**src/rtl/iplp_consts.vh**
```
`ifndef IPLP_CONSTS_VH
`define IPLP_CONSTS_VH
`define IPLP_ADDR_POWER_CONTROL_REG     8'h87
`define IPLP_ADDR_PRIO_HI  8'hB7
`define IPLP_ADDR_PRIO_LO  8'hB8
`define IPLP_ADDR_ENABLE   8'hA8
`define IPLP_ADDR_STATUS   8'hC0
`define IPLP_NSRC          5
`define IPLP_PRIO_MASK     8'h1F
`define IPLP_POWER_CONTROL_REG_MASK     8'h0F
`define IPLP_BIT_IDLE      0
`define IPLP_BIT_PDOWN     1
`define IPLP_BIT_EA        7
`define IPLP_RST_HOLD_OSC  24
`define IPLP_OSC_PER_CLK   1
`define IPLP_RST_HOLD_CLKS ((`IPLP_RST_HOLD_OSC + `IPLP_OSC_PER_CLK - 1) / `IPLP_OSC_PER_CLK)
`define IPLP_WAKE_STABLE   8'h10
`endif

```
**src/rtl/iplp_arbiter.v**
```verilog
`timescale 1ns/1ps
`default_nettype none
`include "iplp_consts.vh"
module iplp_arbiter (
  input  wire [4:0] req,
  input  wire [4:0] prio_hi,
  input  wire [4:0] prio_lo,
  input  wire [3:0] active_lvls,
  output reg        grant_vld,
  output reg  [2:0] grant_idx,
  output reg  [1:0] grant_lvl
);
  integer i;
  reg [1:0] lvl;
  reg [1:0] run_top;
  reg       any_run;
  always @* begin
    grant_vld = 1'b0;
    grant_idx = 3'h0;
    grant_lvl = 2'h0;
    lvl       = 2'h0;
    any_run   = |active_lvls;
    run_top   = active_lvls[3] ? 2'h3 : active_lvls[2] ? 2'h2 :
                active_lvls[1] ? 2'h1 : 2'h0;
    // Descending scan keeps lowest index on ties: fixed polling order
    for (i = `IPLP_NSRC - 1; i >= 0; i = i - 1) begin
      lvl = {prio_hi[i], prio_lo[i]};
      if (req[i] && (!any_run || lvl > run_top) &&
          (!grant_vld || lvl >= grant_lvl)) begin
        grant_vld = 1'b1;
        grant_idx = i[2:0];
        grant_lvl = lvl;
      end
    end
  end
endmodule // iplp_arbiter
`default_nettype wire

```
**src/rtl/iplp_ctrl.v**
```verilog
`timescale 1ns/1ps
`default_nettype none
`include "iplp_consts.vh"
module iplp_ctrl (
  input  wire        clk,
  input  wire        reset,
  input  wire        clk_en,
  input  wire [7:0]  avs_address,
  input  wire        avs_read,
  input  wire        avs_write,
  input  wire [7:0]  avs_writedata,
  output reg  [7:0]  avs_readdata,
  output reg         avs_waitrequest,
  input  wire [4:0]  irq_req,
  input  wire        ext_irq_zero_pin_n,
  input  wire        ext_irq_one_pin_n,
  input  wire        return_from_interrupt,
  input  wire        instr_done,
  output reg         cpu_clk_en,
  output reg         osc_run,
  output reg         periph_clk_en,
  output reg         sfr_hold,
  output reg         port_hold,
  output reg         port0_float,
  output reg         addr_latch_strobe,
  output reg         program_store_strobe,
  output reg         irq_vector_req,
  output reg  [2:0]  irq_vector_idx
);
  localparam ST_RUN   = 2'h0;
  localparam ST_IDLE  = 2'h1;
  localparam ST_PDOWN = 2'h2;
  localparam ST_WAKE  = 2'h3;

  reg [4:0] priority_low_bits_q;
  reg [4:0] priority_high_bits_q;
  reg [3:0] power_control_reg_q;
  reg [7:0] enable_q;
  reg [1:0] state_q;
  reg [3:0] active_lvls_q;
  reg [7:0] wake_cnt_q;
  reg [1:0] pin_seen_q;
  reg       pend_idle_q;
  reg       pend_pdown_q;
  reg       ack_q;

  wire       grant_vld;
  wire [2:0] grant_idx;
  wire [1:0] grant_lvl;
  wire       ea       = enable_q[`IPLP_BIT_EA];
  wire [4:0] en_req   = irq_req & enable_q[4:0] & {5{ea}};
  wire       x0_wake  = ea & enable_q[0];
  wire       x1_wake  = ea & enable_q[2];
  // Pins are level inputs, so a low is seen with the core clock parked
  wire       pin_low  = (x0_wake & ~ext_irq_zero_pin_n) |
                        (x1_wake & ~ext_irq_one_pin_n);
  wire [1:0] rel_now  = pin_seen_q & {~ext_irq_one_pin_n ? 1'b0 : 1'b1,
                                       ~ext_irq_zero_pin_n ? 1'b0 : 1'b1};
  wire [1:0] lvl_x0   = {priority_high_bits_q[0], priority_low_bits_q[0]};
  wire [1:0] lvl_x1   = {priority_high_bits_q[2], priority_low_bits_q[2]};
  // With both pins seen the higher level wins; a tie falls to pin zero
  wire       wake_x1  = (&pin_seen_q) ? (lvl_x1 > lvl_x0) : rel_now[1];
  wire [1:0] wake_lvl = wake_x1 ? lvl_x1 : lvl_x0;
  wire       wake_ok  = (wake_cnt_q == `IPLP_WAKE_STABLE);
  wire       bus_req  = avs_read | avs_write;
  wire       wr_acc   = avs_write & ~ack_q;
  wire       rd_acc   = avs_read & ~ack_q;

  iplp_arbiter u_arb (
    .req         (en_req),
    .prio_hi     (priority_high_bits_q),
    .prio_lo     (priority_low_bits_q),
    .active_lvls (active_lvls_q),
    .grant_vld   (grant_vld),
    .grant_idx   (grant_idx),
    .grant_lvl   (grant_lvl)
  );

  // One wait cycle per access; answer on the second edge
  always @(posedge clk) begin
    if (reset) begin
      ack_q           <= 1'b0;
      avs_waitrequest <= 1'b1;
      avs_readdata    <= 8'h00;
    end else if (clk_en) begin
      ack_q           <= bus_req & ~ack_q;
      avs_waitrequest <= ~(bus_req & ~ack_q);
      if (rd_acc) begin
        case (avs_address)
          `IPLP_ADDR_PRIO_LO: avs_readdata <= {3'h0, priority_low_bits_q};
          `IPLP_ADDR_PRIO_HI: avs_readdata <= {3'h0, priority_high_bits_q};
          `IPLP_ADDR_POWER_CONTROL_REG:    avs_readdata <= {4'h0, power_control_reg_q};
          `IPLP_ADDR_ENABLE:  avs_readdata <= enable_q;
          `IPLP_ADDR_STATUS:  avs_readdata <= {2'h0, active_lvls_q, state_q};
          default:            avs_readdata <= 8'h00;
        endcase
      end
    end
  end

  // Registers and low-power sequencing
  always @(posedge clk) begin
    if (reset) begin
      priority_low_bits_q  <= 5'h00;
      priority_high_bits_q <= 5'h00;
      power_control_reg_q  <= 4'h0;
      enable_q             <= 8'h00;
      state_q              <= ST_RUN;
      active_lvls_q        <= 4'h0;
      wake_cnt_q           <= 8'h00;
      pin_seen_q           <= 2'h0;
      pend_idle_q          <= 1'b0;
      pend_pdown_q         <= 1'b0;
      irq_vector_req       <= 1'b0;
      irq_vector_idx       <= 3'h0;
    end else if (clk_en) begin
      irq_vector_req <= 1'b0;
      if (wr_acc && state_q == ST_RUN) begin
        case (avs_address)
          `IPLP_ADDR_PRIO_LO: priority_low_bits_q  <= avs_writedata[4:0];
          `IPLP_ADDR_PRIO_HI: priority_high_bits_q <= avs_writedata[4:0];
          `IPLP_ADDR_ENABLE:  enable_q <= avs_writedata & 8'h9F;
          `IPLP_ADDR_POWER_CONTROL_REG: begin
            power_control_reg_q <= avs_writedata[3:0];
            pend_idle_q  <= avs_writedata[`IPLP_BIT_IDLE];
            pend_pdown_q <= avs_writedata[`IPLP_BIT_PDOWN];
          end
          default: ;
        endcase
      end
      if (return_from_interrupt && state_q == ST_RUN)
        active_lvls_q <= active_lvls_q &
          ~(active_lvls_q[3] ? 4'h8 : active_lvls_q[2] ? 4'h4 :
            active_lvls_q[1] ? 4'h2 : {3'h0, active_lvls_q[0]});
      case (state_q)
        ST_RUN: begin
          if (instr_done && pend_pdown_q) begin
            state_q      <= ST_PDOWN;
            pend_pdown_q <= 1'b0;
            pend_idle_q  <= 1'b0;
          end else if (instr_done && pend_idle_q) begin
            state_q     <= ST_IDLE;
            pend_idle_q <= 1'b0;
          end else if (grant_vld && !return_from_interrupt) begin
            irq_vector_req <= 1'b1;
            irq_vector_idx <= grant_idx;
            active_lvls_q  <= active_lvls_q | (4'h1 << grant_lvl);
          end
        end
        ST_IDLE: begin
          if (grant_vld) begin
            power_control_reg_q[`IPLP_BIT_IDLE] <= 1'b0;
            state_q        <= ST_RUN;
            irq_vector_req <= 1'b1;
            irq_vector_idx <= grant_idx;
            active_lvls_q  <= active_lvls_q | (4'h1 << grant_lvl);
          end
        end
        ST_PDOWN: begin
          // Registers frozen; only the enabled pins are watched
          if (pin_low) begin
            state_q    <= ST_WAKE;
            wake_cnt_q <= 8'h00;
            pin_seen_q <= {x1_wake & ~ext_irq_one_pin_n,
                           x0_wake & ~ext_irq_zero_pin_n};
          end
        end
        ST_WAKE: begin
          if (wake_cnt_q != `IPLP_WAKE_STABLE)
            wake_cnt_q <= wake_cnt_q + 8'h01;
          pin_seen_q <= pin_seen_q | {x1_wake & ~ext_irq_one_pin_n,
                                      x0_wake & ~ext_irq_zero_pin_n};
          // Exit completes on the first release of a pin that went low, but
          // not before the restarted oscillator has had time to settle
          if (|rel_now && wake_ok) begin
            state_q <= ST_RUN;
            power_control_reg_q[`IPLP_BIT_IDLE]  <= 1'b0;
            power_control_reg_q[`IPLP_BIT_PDOWN] <= 1'b0;
            irq_vector_req <= 1'b1;
            irq_vector_idx <= wake_x1 ? 3'h2 : 3'h0;
            // Level marked active is that of the source actually vectored
            active_lvls_q  <= active_lvls_q | (4'h1 << wake_lvl);
          end
        end
        default: state_q <= ST_RUN;
      endcase
    end
  end

  // Pin and clock-gate outputs, registered from the current state_q, so they follow it one cycle late
  always @(posedge clk) begin
    if (reset) begin
      cpu_clk_en           <= 1'b1;
      osc_run              <= 1'b1;
      periph_clk_en        <= 1'b1;
      sfr_hold             <= 1'b0;
      port_hold            <= 1'b0;
      port0_float          <= 1'b0;
      addr_latch_strobe    <= 1'b1;
      program_store_strobe <= 1'b1;
    end else if (clk_en) begin
      cpu_clk_en    <= (state_q == ST_RUN);
      osc_run       <= (state_q != ST_PDOWN);
      periph_clk_en <= (state_q == ST_RUN) || (state_q == ST_IDLE);
      sfr_hold      <= (state_q == ST_PDOWN) || (state_q == ST_WAKE);
      port_hold     <= (state_q != ST_RUN);
      port0_float   <= (state_q != ST_RUN);
      case (state_q)
        ST_IDLE: begin
          addr_latch_strobe    <= 1'b1;
          program_store_strobe <= 1'b1;
        end
        ST_PDOWN, ST_WAKE: begin
          addr_latch_strobe    <= 1'b0;
          program_store_strobe <= 1'b0;
        end
        default: begin
          addr_latch_strobe    <= 1'b1;
          program_store_strobe <= 1'b1;
        end
      endcase
    end
  end
endmodule // iplp_ctrl
`default_nettype wire

```
**config.mk**
```make
export PLATFORM = sky130hd
export DESIGN_NAME = iplp_ctrl
export DESIGN_NICKNAME = d
export VERILOG_FILES = /design/src/rtl/iplp_arbiter.v /design/src/rtl/iplp_ctrl.v
export VERILOG_INCLUDE_DIRS = /design/src /design/src/rtl
export SDC_FILE = /design/constraint.sdc
export NUM_CORES = 1
export LEC_CHECK = 0
export BUFFER_PORTS_ARGS = -buffer_cell sky130_fd_sc_hd__buf_2
export CAP_MARGIN = 20
export CORE_MARGIN = 3
export CORE_UTILIZATION = 50
export DETAILED_ROUTE_END_ITERATION = 12
export PLACE_DENSITY = 0.72
export REMOVE_ABC_BUFFERS = 1
export SYNTH_ARGS = -nofsm -noshare
export SYNTH_HDL_FRONTEND = slang
export SYNTH_HIERARCHICAL = 1
export SYNTH_SLANG_ARGS = --single-unit
```
**constraint.sdc**
```tcl
create_clock -name clk -period 19.83 [get_ports clk]
set_input_delay 3.966 -clock clk [delete_from_list [all_inputs] [get_ports clk]]
set_output_delay 3.966 -clock clk [all_outputs]
set_load 0.005 [all_outputs]
```
# After elaboration in Yosys (flattened, before gate mapping)
# Cells that the tools add are included.
[totals]
regBits = 58
mem_bits_rw = 0
wordCells = 197
in_bits = 30
mem_count = 0
rom_bits = 0
latch_bits = 0
[classes]
n_bitwise = 21
reduce_logical = 49
div = 0
eq_ne = 19
muxes = 73
magnitude_cmp = 10
n_mul = 0
addsub = 1
shifts = 2
[op_table]
columns = ["op", "count"]
rows = [
  ["$eq A8 B8 Y1 const B", 5],
  ["$pmux W8 S5", 1],
  ["$mux W2", 19],
  ["$mux W3", 11],
  ["$mux W4", 7],
  ["$mux W1", 26],
  ["$mux W8", 2],
  ["$ne A2 B2 Y1 const B", 8],
  ["$pmux W8 S2", 1],
  ["$logic_and A1 B1 Y1", 15],
  ["$reduce_and A3 Y1", 5],
  ["$gt A2 B2 Y1", 6],
  ["$pmux W4 S3", 1],
  ["$logic_or A1 B1 Y1", 11],
  ["$and A5 B5 Y5", 2],
  ["$pmux W3 S3", 1],
  ["$add A8 B1 Y8 const B", 1],
  ["$eq A8 B5 Y1 const B", 1],
  ["$ge A2 B2 Y1", 4],
  ["$ne A8 B5 Y1 const B", 1],
  ["$or A4 B4 Y4", 2],
  ["$pmux W2 S4", 1],
  ["$shl A1 B2 Y4 const A", 2],
  ["$and A1 B1 Y1", 7],
  ["other kinds (22)", 35],
]

# Depth between registers and ports, before layout
[depth]
ltp_word = 29
mapped_depth = 37

# Modules after synthesis
# Netlist, hierarchy kept.
[modules_own_cells]
columns = ["module", "area_per_inst_um2", "instances", "cells_per_inst"]
rows = [
  ["iplp_ctrl", 2884.0, 1, 342],
  ["iplp_arbiter", 795.8, 1, 101],
]

# Worst setup path before layout
# OpenSTA, ideal clock, no wires.
[synth_path]
path_type = "input to register"
startpoint = "input irq_req[4]"
endpoint = "register active_lvls_q[2]"
stages = 34
arrival_ps = 9057
t_required_ps = 19712
slack_ps = 10654
path_cell_list = "and3_1 o211a_1 o21ai_0 inv_1 ha_1 nand2b_1 a21oi_1 o21a_1 o32ai_1 ha_1 nand2b_1 a21oi_1 o31ai_1 nand3_2 mux2i_2 inv_1 ha_1 inv_1 a21boi_0 o221ai_1 o31ai_2 nand2_1 o21ai_1 ha_1 nand2b_1 a21oi_1 o31ai_2 a21o_4 o221ai_2 inv_1 a41o_1 o21ai_0 a21o_1 o21ai_1"
[synth_via]
elab_chain_len = 26
elab_cells_between_ends = 37
classes_between = "order compare: 4; shift: 1; mux: 15; bitwise: 3; reduce/logical: 14"
[synth_rtl]
columns = ["element", "line_no", "text"]
rows = [
  ["start: declaration", "iplp_ctrl.v:14", "input wire [4:0] irq_req,"],
  ["$and A5 B5 Y5 * (2 in series)", "iplp_ctrl.v:51", "wire [4:0] en_req = irq_req & enable_q[4:0] & {5{ea}};"],
  ["$logic_and A1 B1 Y1 *", "iplp_arbiter.v:28", "if (req[i] && (!any_run || lvl > run_top) &&"],
  ["$mux W2 or $mux W1 (tied branches)", "iplp_arbiter.v:28", ""],
  ["$ge A2 B2 Y1 or $logic_not A1 Y1 (tied branches)", "iplp_arbiter.v:29", "(!grant_vld || lvl >= grant_lvl)) begin"],
  ["$logic_or A1 B1 Y1", "iplp_arbiter.v:29", ""],
  ["$logic_and A1 B1 Y1", "iplp_arbiter.v:28", ""],
  ["$mux W2 or $mux W1 (tied branches)", "iplp_arbiter.v:28", ""],
  ["$ge A2 B2 Y1 or $logic_not A1 Y1 (tied branches)", "iplp_arbiter.v:29", ""],
  ["[10 not listed]", "--", ""],
  ["$mux W2 *", "iplp_arbiter.v:28", ""],
  ["named net grant_lvl[0]", "iplp_ctrl.v:49", "wire [1:0] grant_lvl;"],
  ["$shl A1 B2 Y4 *", "iplp_ctrl.v:147, iplp_ctrl.v:156", ""],
  ["$or A4 B4 Y4 *", "iplp_ctrl.v:147, iplp_ctrl.v:156", ""],
  ["$mux W4", "iplp_ctrl.v:144", "end else if (grant_vld && !return_from_interrupt) begin"],
  ["$mux W4", "iplp_ctrl.v:141", "end else if (instr_done && pend_idle_q) begin"],
  ["$mux W4", "iplp_ctrl.v:137", "if (instr_done && pend_pdown_q) begin"],
  ["$pmux W4 S3 *", "iplp_ctrl.v:135", "case (state_q)"],
  ["end signal: assignment", "iplp_ctrl.v:132", "active_lvls_q <= active_lvls_q &"],
  ["end signal: assignment", "iplp_ctrl.v:147", "active_lvls_q <= active_lvls_q | (4'h1 << grant_lvl);"],
  ["end signal: assignment", "iplp_ctrl.v:156", "active_lvls_q <= active_lvls_q | (4'h1 << grant_lvl);"],
  ["end: declaration", "iplp_ctrl.v:40", "reg [3:0] active_lvls_q;"],
]
# The timed path passes the listed nets; every way through them passes the cells marked *.
# A chain may end at the register's enable or synchronous reset.

# Final worst setup path
[layout_path]
startpoint = "input irq_req[4]"
endpoint = "register active_lvls_q[2]"
[layout_via]
elab_chain_len = 26
elab_cells_between_ends = 37
classes_between = "order compare: 4; shift: 1; mux: 15; bitwise: 3; reduce/logical: 14"
[layout_rtl]
columns = ["element", "line_no"]
rows = [
  ["$and A5 B5 Y5 * (2 in series)", "iplp_ctrl.v:51"],
  ["named net en_req[4]", "iplp_ctrl.v:51"],
  ["$logic_and A1 B1 Y1 *", "iplp_arbiter.v:28"],
  ["$mux W2 or $mux W1 (tied branches)", "iplp_arbiter.v:28"],
  ["$ge A2 B2 Y1 or $logic_not A1 Y1 (tied branches)", "iplp_arbiter.v:29"],
  ["$logic_or A1 B1 Y1", "iplp_arbiter.v:29"],
  ["$logic_and A1 B1 Y1", "iplp_arbiter.v:28"],
  ["$mux W2 or $mux W1 (tied branches)", "iplp_arbiter.v:28"],
  ["[11 not listed]", "--"],
  ["$mux W2 *", "iplp_arbiter.v:28"],
  ["named net grant_lvl[0]", "iplp_ctrl.v:49"],
  ["$shl A1 B2 Y4 *", "iplp_ctrl.v:147, iplp_ctrl.v:156"],
  ["$or A4 B4 Y4 *", "iplp_ctrl.v:147, iplp_ctrl.v:156"],
  ["$mux W4", "iplp_ctrl.v:144"],
  ["$mux W4", "iplp_ctrl.v:141"],
  ["$mux W4", "iplp_ctrl.v:137"],
  ["$pmux W4 S3 *", "iplp_ctrl.v:135"],
]
# Marked as above.

==> run summary <==
Max Slew Vio Count: 0
Vias in the first global route: 3331
Layout cells sized above 1: 0.192
Starting Density: 0.527
Static leakage: 1.69 nW
Post-Route WL: 9.70 mm
CTS tree: yes
Die width: 91.8 um
Startpoint types: input pin
Synthesized flop and latch total: 57
EDFF count, synth: 0
Most frequent cells in the layout: dfxtp_1 (57), nor2_1 (48), buf_2 (47)
Worst Slack Setup Final: 10.23 ns
GP Congestion: 0.872
Detailed-router iteration count before antenna repair: 5
CTS sink count: 57
FMAX: 104 MHz
Core ar.: 6980 sq um
DRT iter0 DRCs: 245
Net count, final: 537
Most common cell after layout, fill and taps aside: dfxtp_1
Clk network pwr share: 0.480
Die Footprint: 8420 sq um
Post-DP HPWL: 7.20 mm
Vias/cell: 5.88
Post-route total power: 0.000260 W
Via count: 3448
Antenna-violating nets left: 0
Total clock buffers created by CTS: 9
Hold crit path type: flop to flop
I/O Buffers: 47
Ant. Diodes: 0
Status: finished clean
Hold Slack: 0.450 ns
Setup bufs post-CTS: 0
Req. time, crit path: 20.06 ns
Arrival @ worst endpoint: 9.83 ns
Fin crit share: 0.484
Post-Route Setup TNS: 0 ns
Hold_buf cts: 0
First-pass GRT wire length: 16.2 mm
Power Density: 62.0 nW/um^2
DIE HEIGHT: 91.8 um
Routed WL per cell: 16.6 um
Clk_lat worst skew: 0.35 ns
Average size of a mapped cell: 8.31 sq um
DRC: 0
GR Overflow Total: 0
CP max-delay cell: o32ai_1
Largest net degree at the start of global routing: 42
Sequential cell area fraction in the yosys report: 0.310
Top Ports: 51
Pint: 0.000194 W
RSZ-0062 raised after global routing: false
Final Hold Violating Endpoints: 0
Worst Path Class, Setup: input pin to flop
Row Count: 30
Critical path capture point type: flop
Initial antenna violation count: 0
Synth Instances: 443
Area grow syn2layout: 13.8%
Logic pwr share: 0.070
Global-route usage over all layers: 0.239
Worst Tran Pin Value: 0.801 ns
PostCTS Resize Cnt: 0
Filler Cell Count: 658
Relative slew slack: 0.465
Pre-CTS setup slack: 9.89 ns
Yosys warning count: 6
Post-synthesis async set-or-reset flop share: 0
Clock period minus final worst setup slack: 9.60 ns
Part of the power in registers: 0.449
VDD IR max: 0.0616 mV
NetSw: 0.0000652 W
Net Sw Frac: 0.251
CP max stage delay: 0.42 ns
Setup violators final: 0
Max Clock Skew: 0.00791 ns
Max Cap Viol: 0
Worst-path maximum fanout: 8
Dominant register cell in the synthesized netlist: dfxtp_1
Synth cell types: 70
Fin util: 0.600
# H-tree levels: 3
Register clock-pin slew on the reported worst setup and hold paths: 0.07 ns
Cell Area, Synth: 3680 sq um
Deepest clock path buffer count: 2
Clock root cell: clkbuf_8
-- synthesized netlist by cell type (all sizes together) (3+ instances only) --
master   instances  area (sq um)
inv             25          93.8
o21a             4          30.0
clkbuf          12          46.3
xor2             6          52.6
and3             6          38.8
or4              4          38.8
nor3             9          60.1
nor4             4          37.5
a2bb2oi          3          43.8
nand2b          11          68.8
ha              22           275
buf              7          50.0
nor2b           10          62.6
nor2            49           191
a211oi           6          45.0
o2111ai          7          61.3
mux2i           30           308
a21oi           36           184
o22ai            5          31.3
nand2           35           131
and2             5          31.3
a21o             4          45.0
dfxtp           57          1140
o211ai           6          50.1
or3              4          25.0
o21ai           29           145
a22oi            5          37.5
nand3            9          50.1
o31ai            3          32.5
-- sequential cells by signal, summed over array words and instances, names as in the netlist, 2 cells and up --
name / count
active_lvls_q: 4
avs_readdata: 7
enable_q: 6
irq_vector_idx: 3
pin_seen_q: 2
power_control_reg_q: 4
priority_high_bits_q: 5
priority_low_bits_q: 5
state_q: 2
wake_cnt_q: 8
-- layout make-up --
cell class	instances	area, sq um	share of cell area
Sequential cell	57	1140	0.272
Clock buffer	9	124	0.0296
Multi-Input combinational cell	342	2350	0.561
Tap cell	96	120	0.0287
Timing Repair Buffer	50	258	0.0615
Inverter	25	93.8	0.0224
Clock inverter	7	103	0.0245
-- logic make-up (layout without fill, tap and decap cells) --
family                   count (synthesis)  in the layout  synth area share
buffers and inverters                   44             91            0.0517
adder cells (fa/ha/maj)                 22             22            0.0748
AND/OR/NAND/NOR                        158            158             0.227
multiplexers                            30             30            0.0836
other                                    1              1           0.00102
XOR/XNOR                                 6              6            0.0143
AO/OA/AOI/OAI                          125            125             0.237
flip-flops                              57             57             0.310
-- worst paths after layout --
| kind | startpoint | endpoint | slack [ns] | depth (start not counted) |
|---|---|---|---|---|
| worst max-delay path | irq_req[4] | active_lvls_q[2] | 10.23 | 35 |
| worst min-delay path | avs_readdata[7] | avs_readdata[7] | 0.45 | 2 |
| worst max register to register | active_lvls_q[2] | active_lvls_q[2] | 12.75 | 36 |
| worst min register to register | avs_readdata[7] | avs_readdata[7] | 0.45 | 2 |
-- power groups by stage --
stage	Clock, W	Sequential [W]	Combinational, W
global placement	0	0.000119	0.0000174
floorplan	0	0.000119	0.00000817
detailed placement	0	0.000119	0.0000179
finish	0.000125	0.000117	0.0000182
global route	0.000132	0.000117	0.0000202
CTS	0.000126	0.000117	0.0000180
-- per-layer routing --
layer  track usage  part of all wire  vias to the layer above
met5             0                 0                        -
met4         0.103             0.024                        0
met3        0.0394             0.048                       24
met2         0.385              0.47                      101
met1         0.316              0.46                     1628
li1              -                 -                     1695
-- metrics by stage --
step,area (sq um),cells
3_3_place_gp,3960,570
3_5_place_dp,3960,570
4_1_cts,4190,586
6_report,4190,586
5_1_grt,4190,586
2_1_floorplan,3580,424
-- worst max-delay path: cells and delay by family --
| kind | cells | cell delay, ns |
|---|---|---|
| compound gates | 19 | 3.20 |
| fa+ha+maj | 4 | 1.11 |
| simple gates | 6 | 0.85 |
| buf+inv | 5 | 0.37 |
| mux | 1 | 0.34 |
No activity file was read; power rests on OpenSTA's default activity.
